--- config.mk ---
export PLATFORM = sky130hd
export DESIGN_NAME = asds_diag_sequencer
export DESIGN_NICKNAME = d
export VERILOG_FILES = /design/src/asds_diag_sequencer.v /design/src/asds_tick_timer.v
export VERILOG_INCLUDE_DIRS = /design/src
export SDC_FILE = /design/constraint.sdc
export NUM_CORES = 1
export LEC_CHECK = 0
export BUFFER_PORTS_ARGS = -buffer_cell sky130_fd_sc_hd__buf_2
export CORE_UTILIZATION = 45
export CTS_CLUSTER_SIZE = 20
export DETAILED_ROUTE_END_ITERATION = 8
export SETUP_SLACK_MARGIN = 0.5
export SLEW_MARGIN = 10
export SYNTH_ARGS = -nofsm -noshare
export SYNTH_HDL_FRONTEND = slang
export SYNTH_SLANG_ARGS = --single-unit
--- constraint.sdc ---
create_clock -name core_clk -period 2.6 [get_ports core_clk]
set_input_delay 0.26 -clock core_clk [delete_from_list [all_inputs] [get_ports core_clk]]
set_output_delay 0.26 -clock core_clk [all_outputs]
set_load 0.02 [all_outputs]
--- src/asds_defs.vh ---
// Constants for the service diagnostic sequencer
`ifndef ASDS_DEFS_VH
`define ASDS_DEFS_VH
`define ASDS_CLK_HZ          40000000
`define ASDS_TICK_MS         1
`define ASDS_TICK_CYCLES     ((`ASDS_CLK_HZ / 1000) * `ASDS_TICK_MS)
`define ASDS_ENTRY_MS        3000
`define ASDS_ADVANCE_MS      2000
`define ASDS_TIMEOUT_MIN     20
`define ASDS_TIMEOUT_MS      (`ASDS_TIMEOUT_MIN * 60 * 1000)
`define ASDS_COMP_START_S    7
`define ASDS_COMP_START_MS   (`ASDS_COMP_START_S * 1000)
`define ASDS_EVAP_RPM        16'd2500
`define ASDS_COMP_RPM        16'd4500
`define ASDS_BEEP_MS         100
`define ASDS_CODE_NONE       8'h00
`define ASDS_CODE_01         8'h01
`define ASDS_CODE_02         8'h02
`define ASDS_CODE_03         8'h03
`define ASDS_LAST_STEP       4'h7
`endif

--- src/asds_diag_sequencer.v ---
// Service diagnostic sequencer of the appliance main control
// Summary of operation
// RL1: Entry only when powered on and cooling
// RL2: Both keys held 3 s enter, beep
// RL3: Filter key alone 2 s advances, beep
// RL4: Leave diagnostics after 20 minutes
// RL5: Show step number and result code
// RL6: Steps 1,2 thermistors: 01/02/03 codes
// RL7: Step 3 fan 2500 rpm, 01/02
// RL8: Step 4 condenser fan on, 01
// RL9: Step 5 compressor 4500 rpm, 01/02
// RL10: Step 6 damper opens fully, 01
// RL11: Step 7 heater on, bimetal 01/02
// RL12: Advance at step 7 ends diagnostics
// RL13: Key hold counter restarts on key release
`timescale 1ns/1ps
`default_nettype none
`include "asds_defs.vh"
module asds_diag_sequencer #(
    parameter ENTRY_MS     = `ASDS_ENTRY_MS,
    parameter ADVANCE_MS   = `ASDS_ADVANCE_MS,
    parameter TIMEOUT_MS   = `ASDS_TIMEOUT_MS,
    parameter COMP_WAIT_MS = `ASDS_COMP_START_MS,
    parameter BEEP_MS      = `ASDS_BEEP_MS,
    parameter TICK_CYCLES  = `ASDS_TICK_CYCLES
) (
    input  wire        core_clk,          // 40 MHz system clock
    input  wire        resetn,            // Async reset, active low
    input  wire        powerOn,           // Control switched on
    input  wire        normalCooling,     // Control in normal cooling mode
    input  wire        filterResetKey,    // Filter reset key pressed, pin
    input  wire        powerKey,          // Power key pressed, pin
    input  wire        frzThermOpen,      // Freezer thermistor reads open
    input  wire        frzThermShort,     // Freezer thermistor reads shorted
    input  wire        refThermOpen,      // Compartment thermistor reads open
    input  wire        refThermShort,     // Compartment thermistor reads shorted
    input  wire [15:0] evapFanRpm,        // Evaporator fan speed feedback
    input  wire [15:0] compRpm,           // Compressor speed feedback
    input  wire        bimetalClosed,     // Bimetal input, pin
    output reg         diagActive,        // Diagnostics running
    output reg  [3:0]  stepNumber,        // Step on compartment display
    output reg  [7:0]  filterStatusCode,  // Result on filter status indicator
    output reg         beep,              // Buzzer drive
    output reg  [15:0] evapFanCmdRpm,     // Evaporator fan speed command
    output reg         condFanOn,         // Condenser fan output
    output reg  [15:0] compCmdRpm,        // Compressor speed command
    output reg         damperOpen,        // Drive air damper toward open
    output reg         defrostHeaterOn    // Defrost heater output
);
    localparam ST_IDLE = 1'b0;
    localparam ST_DIAG = 1'b1;

    // Two-flop synchronisers for pin inputs
    reg [1:0] fkSync;
    reg [1:0] pkSync;
    reg [1:0] bmSync;
    always @(posedge core_clk or negedge resetn) begin
        if (!resetn) begin
            fkSync <= 2'b00;
            pkSync <= 2'b00;
            bmSync <= 2'b00;
        end else begin
            fkSync <= {fkSync[0], filterResetKey};
            pkSync <= {pkSync[0], powerKey};
            bmSync <= {bmSync[0], bimetalClosed};
        end
    end
    wire fKey = fkSync[1];
    wire pKey = pkSync[1];
    wire bmClosed = bmSync[1];

    reg        stateReg;
    reg        keyDoneReg;     // Hold already acted on until release
    reg        compWaitDone;
    wire       keyCombo;
    wire [31:0] keyMs;
    wire [31:0] diagMs;
    wire [31:0] beepMs;
    wire [31:0] stepMs;
    wire       msTick;

    // Entry combo when idle, filter key alone when in diagnostics
    assign keyCombo = (stateReg == ST_IDLE) ? (fKey && pKey) : (fKey && !pKey);

    // Key hold timer restarts on release of the combination [RL13]
    asds_tick_timer #(.TICK_CYCLES(TICK_CYCLES)) keyTimer (
        .core_clk (core_clk),
        .resetn   (resetn),
        .restart  (!keyCombo),      // [RL13]
        .msCount  (keyMs),
        .tick     (msTick)
    );
    // Diagnostics timeout timer, restarts while idle [RL4]
    asds_tick_timer #(.TICK_CYCLES(TICK_CYCLES)) diagTimer (
        .core_clk (core_clk),
        .resetn   (resetn),
        .restart  (stateReg == ST_IDLE),
        .msCount  (diagMs),
        .tick     ()
    );
    // Beep length timer
    asds_tick_timer #(.TICK_CYCLES(TICK_CYCLES)) beepTimer (
        .core_clk (core_clk),
        .resetn   (resetn),
        .restart  (!beep),
        .msCount  (beepMs),
        .tick     ()
    );
    // Time spent in the current step
    reg stepRestart;
    asds_tick_timer #(.TICK_CYCLES(TICK_CYCLES)) stepTimer (
        .core_clk (core_clk),
        .resetn   (resetn),
        .restart  (stepRestart),
        .msCount  (stepMs),
        .tick     ()
    );

    wire enterReq  = (stateReg == ST_IDLE) && powerOn && normalCooling && keyCombo && !keyDoneReg
                     && (keyMs >= ENTRY_MS);                                   // [RL1] [RL2]
    wire advReq    = (stateReg == ST_DIAG) && keyCombo && !keyDoneReg && (keyMs >= ADVANCE_MS); // [RL3]
    wire timeout   = (stateReg == ST_DIAG) && (diagMs >= TIMEOUT_MS);          // [RL4]
    wire exitReq   = timeout || (advReq && stepNumber == `ASDS_LAST_STEP) || !powerOn; // [RL12]

    // Sequencer state, step and beep
    always @(posedge core_clk or negedge resetn) begin
        if (!resetn) begin
            stateReg    <= ST_IDLE;
            stepNumber  <= 4'h0;
            keyDoneReg  <= 1'b0;
            beep        <= 1'b0;
            stepRestart <= 1'b1;
        end else begin
            stepRestart <= 1'b0;
            if (!keyCombo)
                keyDoneReg <= 1'b0;
            if (beep && beepMs >= BEEP_MS)
                beep <= 1'b0;
            case (stateReg)
                ST_IDLE: begin
                    if (enterReq) begin
                        stateReg    <= ST_DIAG;                        // [RL2]
                        stepNumber  <= 4'h1;
                        keyDoneReg  <= 1'b1;
                        beep        <= 1'b1;                           // [RL2]
                        stepRestart <= 1'b1;
                    end
                end
                ST_DIAG: begin
                    if (exitReq) begin
                        stateReg   <= ST_IDLE;                         // [RL4] [RL12]
                        stepNumber <= 4'h0;
                        if (advReq) begin
                            keyDoneReg <= 1'b1;
                            beep       <= 1'b1;
                        end
                    end else if (advReq) begin
                        stepNumber  <= stepNumber + 4'h1;              // [RL3]
                        keyDoneReg  <= 1'b1;
                        beep        <= 1'b1;                           // [RL3]
                        stepRestart <= 1'b1;
                    end
                end
                default: stateReg <= ST_IDLE;
            endcase
        end
    end

    // Result code for each thermistor step
    function [7:0] thermCode;
        input isOpen;
        input isShort;
        begin
            if (isOpen)
                thermCode = `ASDS_CODE_02;
            else if (isShort)
                thermCode = `ASDS_CODE_03;
            else
                thermCode = `ASDS_CODE_01;
        end
    endfunction

    // Loads and display for the current step
    always @(posedge core_clk or negedge resetn) begin
        if (!resetn) begin
            diagActive       <= 1'b0;
            filterStatusCode <= `ASDS_CODE_NONE;
            evapFanCmdRpm    <= 16'h0;
            condFanOn        <= 1'b0;
            compCmdRpm       <= 16'h0;
            damperOpen       <= 1'b0;
            defrostHeaterOn  <= 1'b0;
            compWaitDone     <= 1'b0;
        end else begin
            diagActive       <= (stateReg == ST_DIAG);                 // [RL5]
            evapFanCmdRpm    <= 16'h0;
            condFanOn        <= 1'b0;
            compCmdRpm       <= 16'h0;
            damperOpen       <= 1'b0;
            defrostHeaterOn  <= 1'b0;
            filterStatusCode <= `ASDS_CODE_NONE;
            compWaitDone     <= (stepNumber == 4'h5) && !stepRestart && (stepMs >= COMP_WAIT_MS); // Fresh per step
            if (stateReg == ST_DIAG && !exitReq) begin                 // [RL12]
                case (stepNumber)
                    4'h1: filterStatusCode <= thermCode(frzThermOpen, frzThermShort); // [RL6]
                    4'h2: filterStatusCode <= thermCode(refThermOpen, refThermShort); // [RL6]
                    4'h3: begin
                        evapFanCmdRpm    <= `ASDS_EVAP_RPM;            // [RL7]
                        filterStatusCode <= (evapFanRpm >= `ASDS_EVAP_RPM) ? `ASDS_CODE_01 : `ASDS_CODE_02;
                    end
                    4'h4: begin
                        condFanOn        <= 1'b1;                      // [RL8]
                        filterStatusCode <= `ASDS_CODE_01;
                    end
                    4'h5: begin
                        compCmdRpm       <= `ASDS_COMP_RPM;            // [RL9]
                        if (compRpm >= `ASDS_COMP_RPM)
                            filterStatusCode <= `ASDS_CODE_01;
                        else if (compWaitDone)
                            filterStatusCode <= `ASDS_CODE_02;         // [RL9]
                    end
                    4'h6: begin
                        damperOpen       <= 1'b1;                      // [RL10]
                        filterStatusCode <= `ASDS_CODE_01;
                    end
                    4'h7: begin
                        defrostHeaterOn  <= 1'b1;                      // [RL11]
                        filterStatusCode <= bmClosed ? `ASDS_CODE_01 : `ASDS_CODE_02;
                    end
                    default: filterStatusCode <= `ASDS_CODE_NONE;
                endcase
            end
        end
    end
endmodule // asds_diag_sequencer
`default_nettype wire

--- src/asds_tick_timer.v ---
// Millisecond tick generator and resettable millisecond counter
`timescale 1ns/1ps
`default_nettype none
`include "asds_defs.vh"
module asds_tick_timer #(
    parameter TICK_CYCLES = `ASDS_TICK_CYCLES
) (
    input  wire        core_clk,   // System clock
    input  wire        resetn,     // Async reset, active low
    input  wire        restart,    // Clears the count
    output reg  [31:0] msCount,    // Elapsed milliseconds
    output wire        tick        // One-cycle millisecond pulse
);
    reg [31:0] divReg;

    assign tick = (divReg == TICK_CYCLES - 1);

    // Divider and tick-driven counter
    always @(posedge core_clk or negedge resetn) begin
        if (!resetn) begin
            divReg  <= 32'h0;
            msCount <= 32'h0;
        end else begin
            divReg <= tick ? 32'h0 : divReg + 32'h1;
            if (restart)
                msCount <= 32'h0;
            else if (tick && msCount != 32'hffffffff)
                msCount <= msCount + 32'h1;
        end
    end
endmodule // asds_tick_timer
`default_nettype wire

==> impl_metrics.json <==
{
  "fp.dieW_um": 182,
  "first_iter_violations": 785,
  "grt_pass1_wl_mm": 54.8,
  "via_per_inst": 5.54,
  "synth_most_common_cell": "dfrtp_1",
  "drc": 0,
  "core_area_mm2": 0.0316,
  "dieArea_mm2": 0.0330,
  "wl_met3_mm": 1.55,
  "h-tree-depth": 1,
  "met1_length_mm": 15.8,
  "final_area_mm2": 0.0188,
  "slew_headroom_pct": 45.7,
  "yosys_warnings": 0,
  "finalCritPeriodShare_pct": 87.2,
  "power_mw": 9.01,
  "reg2reg_slack_ps": 330,
  "first_pass_iters": 5,
  "initial_utilization_pct": 45.9,
  "cts_tree": "built",
  "grt-ovfl-total": 0,
  "hold_class": "primary input to register",
  "fmax_mhz": 441,
  "synth_ff_type": "dfrtp_1",
  "num_rows": 65,
  "worst_setup_path_start_kind": "register",
  "clkTransAtPathRegs_ps": 60,
  "whs_ps": 50.6,
  "dp_hpwl_mm": 20.6,
  "worst-path-max-fanout": 6,
  "die_h_um": 182,
  "tightest_slew_ps": 815,
  "num-nets-final": 1812,
  "setup_viol": 0,
  "synth_top_area_cell": "dfrtp_1",
  "skew_ps": 10.7,
  "cts.path.max_buffers": 3,
  "drv_slew": 0,
  "hold_viol": 0,
  "clock_latency_ps": 560,
  "cts-buffers-inserted": 31,
  "highest_layer": "met4",
  "cts-root-buf": "clkbuf_16",
  "endpoint_kind": "register",
  "synth_edf_count": 0,
  "min_period_ps": 2270,
  "syn_inst": 1534,
  "r2r-start": "stepTimer.divReg[18]",
  "crit_slowest_cell": "dfrtp_1",
  "rsz0062_at_grt": "yes",
  "reg2reg_depth": 9,
  "wl_per_cell_um": 15.5,
  "fin_tns_setup_ps": 0,
  "worstHoldEndpoint": "filterStatusCode[1]",
  "grtUsageTotal_pct": 19.7,
  "vias": 12100,
  "path_class": "register to register",
  "ant_nets": 0,
  "ys_top_cells_by_area": "dfrtp_1, xnor2_1, xor2_1",
  "arrival_ps": 2740,
  "r2r-end": "stepTimer.msCount[5]",
  "required_ps": 3070,
  "critical_path.most_common_cell": "buf_6",
  "netlist-cell-type-count": 71,
  "fin_ws_ps": 333,
  "io_pins": 92,
  "p_leak_nw": 8.06,
  "maxCapViolations": 0,
  "critPathMaxStageDelay_ps": 420,
  "io_buffers": 59,
  "syn2layout_area_growth_pct": 29.7,
  "synth-seq-area-share_pct": 48.1,
  "cts_num_sinks": 279,
  "first_global_vias": 11400,
  "grt_max_degree": 74,
  "place.gp.congestion": 0.878,
  "dpl_cell_area_mm2": 0.0154,
  "min_from": "compRpm[13]",
  "synth_top_area_share_pct": 47.9,
  "ir_worst_vdd_mv": 0.542,
  "whs_path_depth": 4,
  "ys_ff_latch": 279,
  "cp_cell_sequence": "nor4_4, nand4_1, nor3_4, buf_6, buf_12, nand3_4, buf_6, or3_1, a21oi_1",
  "postSynth.asyncResetShare_pct": 100,
  "avgSynthCellArea_um2": 9.47,
  "synth_common_cells": "dfrtp_1, nor2_1, nand2_1",
  "routed_wirelength_mm": 33.9,
  "met2WireLength_mm": 15.8,
  "drive_gt1_share_pct": 28.2,
  "powerDensity_mw_per_mm2": 478,
  "antenna_found_initial": 2,
  "synth_area_mm2": 0.0145,
  "status": "completed",
  "dpl_worst_slack_ps": 170
}
## state kept, by name, summed over array words and instances, names as in the netlist, 2 cells and up
name and count:
diagTimer.msCount 32, keyTimer.divReg 32, keyTimer.msCount 32, bmSync 2
diagTimer.divReg 32, stepTimer.msCount 32, filterStatusCode 2, pkSync 2
stepTimer.divReg 32, beepTimer.msCount 32, fkSync 2, beepTimer.divReg 32
stepNumber 4
## worst max-delay path by stage
| stage | from | end | slack (ps) | cells past startpoint |
|---|---|---|---|---|
| 2_1_floorplan | beepTimer.msCount[0] | beepTimer.msCount[3] | 500 | 9 |
| 6_report | stepTimer.divReg[18] | stepTimer.msCount[5] | 330 | 9 |
| 3_5_place_dp | diagTimer.divReg[27] | diagTimer.msCount[17] | 170 | 7 |
| 5_1_grt | stepTimer.msCount[16] | stepTimer.msCount[30] | 200 | 7 |
| 4_1_cts | keyTimer.msCount[15] | filterStatusCode[1] | 360 | 6 |
| 3_3_place_gp | stepTimer.divReg[28] | stepTimer.msCount[25] | 210 | 6 |
## timing repair
action                                  CTS  global route
endpoints found under the setup margin  127           147
gates cloned                              5             1
endpoints found under the hold margin    69             0
hold buffers                              4             0
resized for setup                        80           220
setup buffers                            58            66
pin swaps                                73           111
## report_power, final
| part | switching [mW] | total (mW) | internal, mW |
|---|---|---|---|
| clock | 1.75 | 4.46 | 2.71 |
| combinational | 0.149 | 0.197 | 0.0487 |
| sequential | 0.00410 | 4.35 | 4.35 |
| total | 1.90 | 9.01 | 7.11 |
## layout by cell type, fill, tap and decap left out, types with 8 or more instances in the layout
cell type / instances
o21ai_0: 50
or3_1: 33
nand3_4: 10
xor2_1: 78
or4_4: 12
nor4_1: 26
nand3_1: 80
inv_1: 34
a21oi_2: 28
dfrtp_1: 254
or4_1: 11
mux2i_1: 8
nand3_2: 17
nor4_4: 19
ha_1: 10
nor2_1: 148
buf_2: 58
a21oi_1: 35
dfrtp_2: 24
nand4_1: 74
clkbuf_8: 8
and4_1: 18
conb_1: 28
and3_1: 32
buf_6: 35
buf_4: 126
clkbuf_1: 10
nor4_2: 16
nand2b_1: 14
nor3_1: 13
nand2_1: 139
xnor2_1: 83
and2_1: 28
nor3_4: 8
or3_4: 15
o31ai_1: 11
o211ai_1: 8
clkbuf_16: 31
## cell families (layout without fill, tap and decap cells)
| logic type | count (synthesis) | after routing | synth area share, % |
|---|---|---|---|
| flops | 279 | 279 | 48.1 |
| simple gates | 770 | 772 | 28.4 |
| other cells | 1 | 30 | 0.0258 |
| compound gates | 181 | 182 | 7.51 |
| buf+inv | 113 | 326 | 4.00 |
| xor+xnor | 166 | 166 | 10.0 |
| mux | 8 | 8 | 0.551 |
| fa+ha+maj | 16 | 16 | 1.38 |
## cell type report
type,instances,area [µm²]
Antenna cell,2,5.00
Clock buffer,49,923
Clock inverter,8,119
Fill cell,2671,12800
Inverter,36,135
Multi-Input combinational cell,1172,8290
Sequential cell,279,7010
Tap cell,402,503
Timing Repair Buffer,233,1860
## per-layer routing
layer / GRT usage (%) / up-vias
met5: 0 / -
met4: 5.66 / 0
met3: 3.15 / 57
met2: 30.8 / 275
met1: 28.1 / 5886
li1: - / 5864
## critical path: cells and delay by family (launching register included)
| kind | cells | cell delay [ps] |
|---|---|---|
| and+or+nand+nor | 5 | 1210 |
| buffers and inverters | 3 | 430 |
| DFF | 1 | 420 |
| AOI/OAI and AO/OA | 1 | 130 |
## through the flow
stage	util, %	instances
after global placement	48.7	1988
after global routing	59.5	2180
final	59.5	2181
after detailed placement	48.7	1988
after CTS	54.8	2112
after floorplan	-	1561
(Power assumes the default switching activity.)
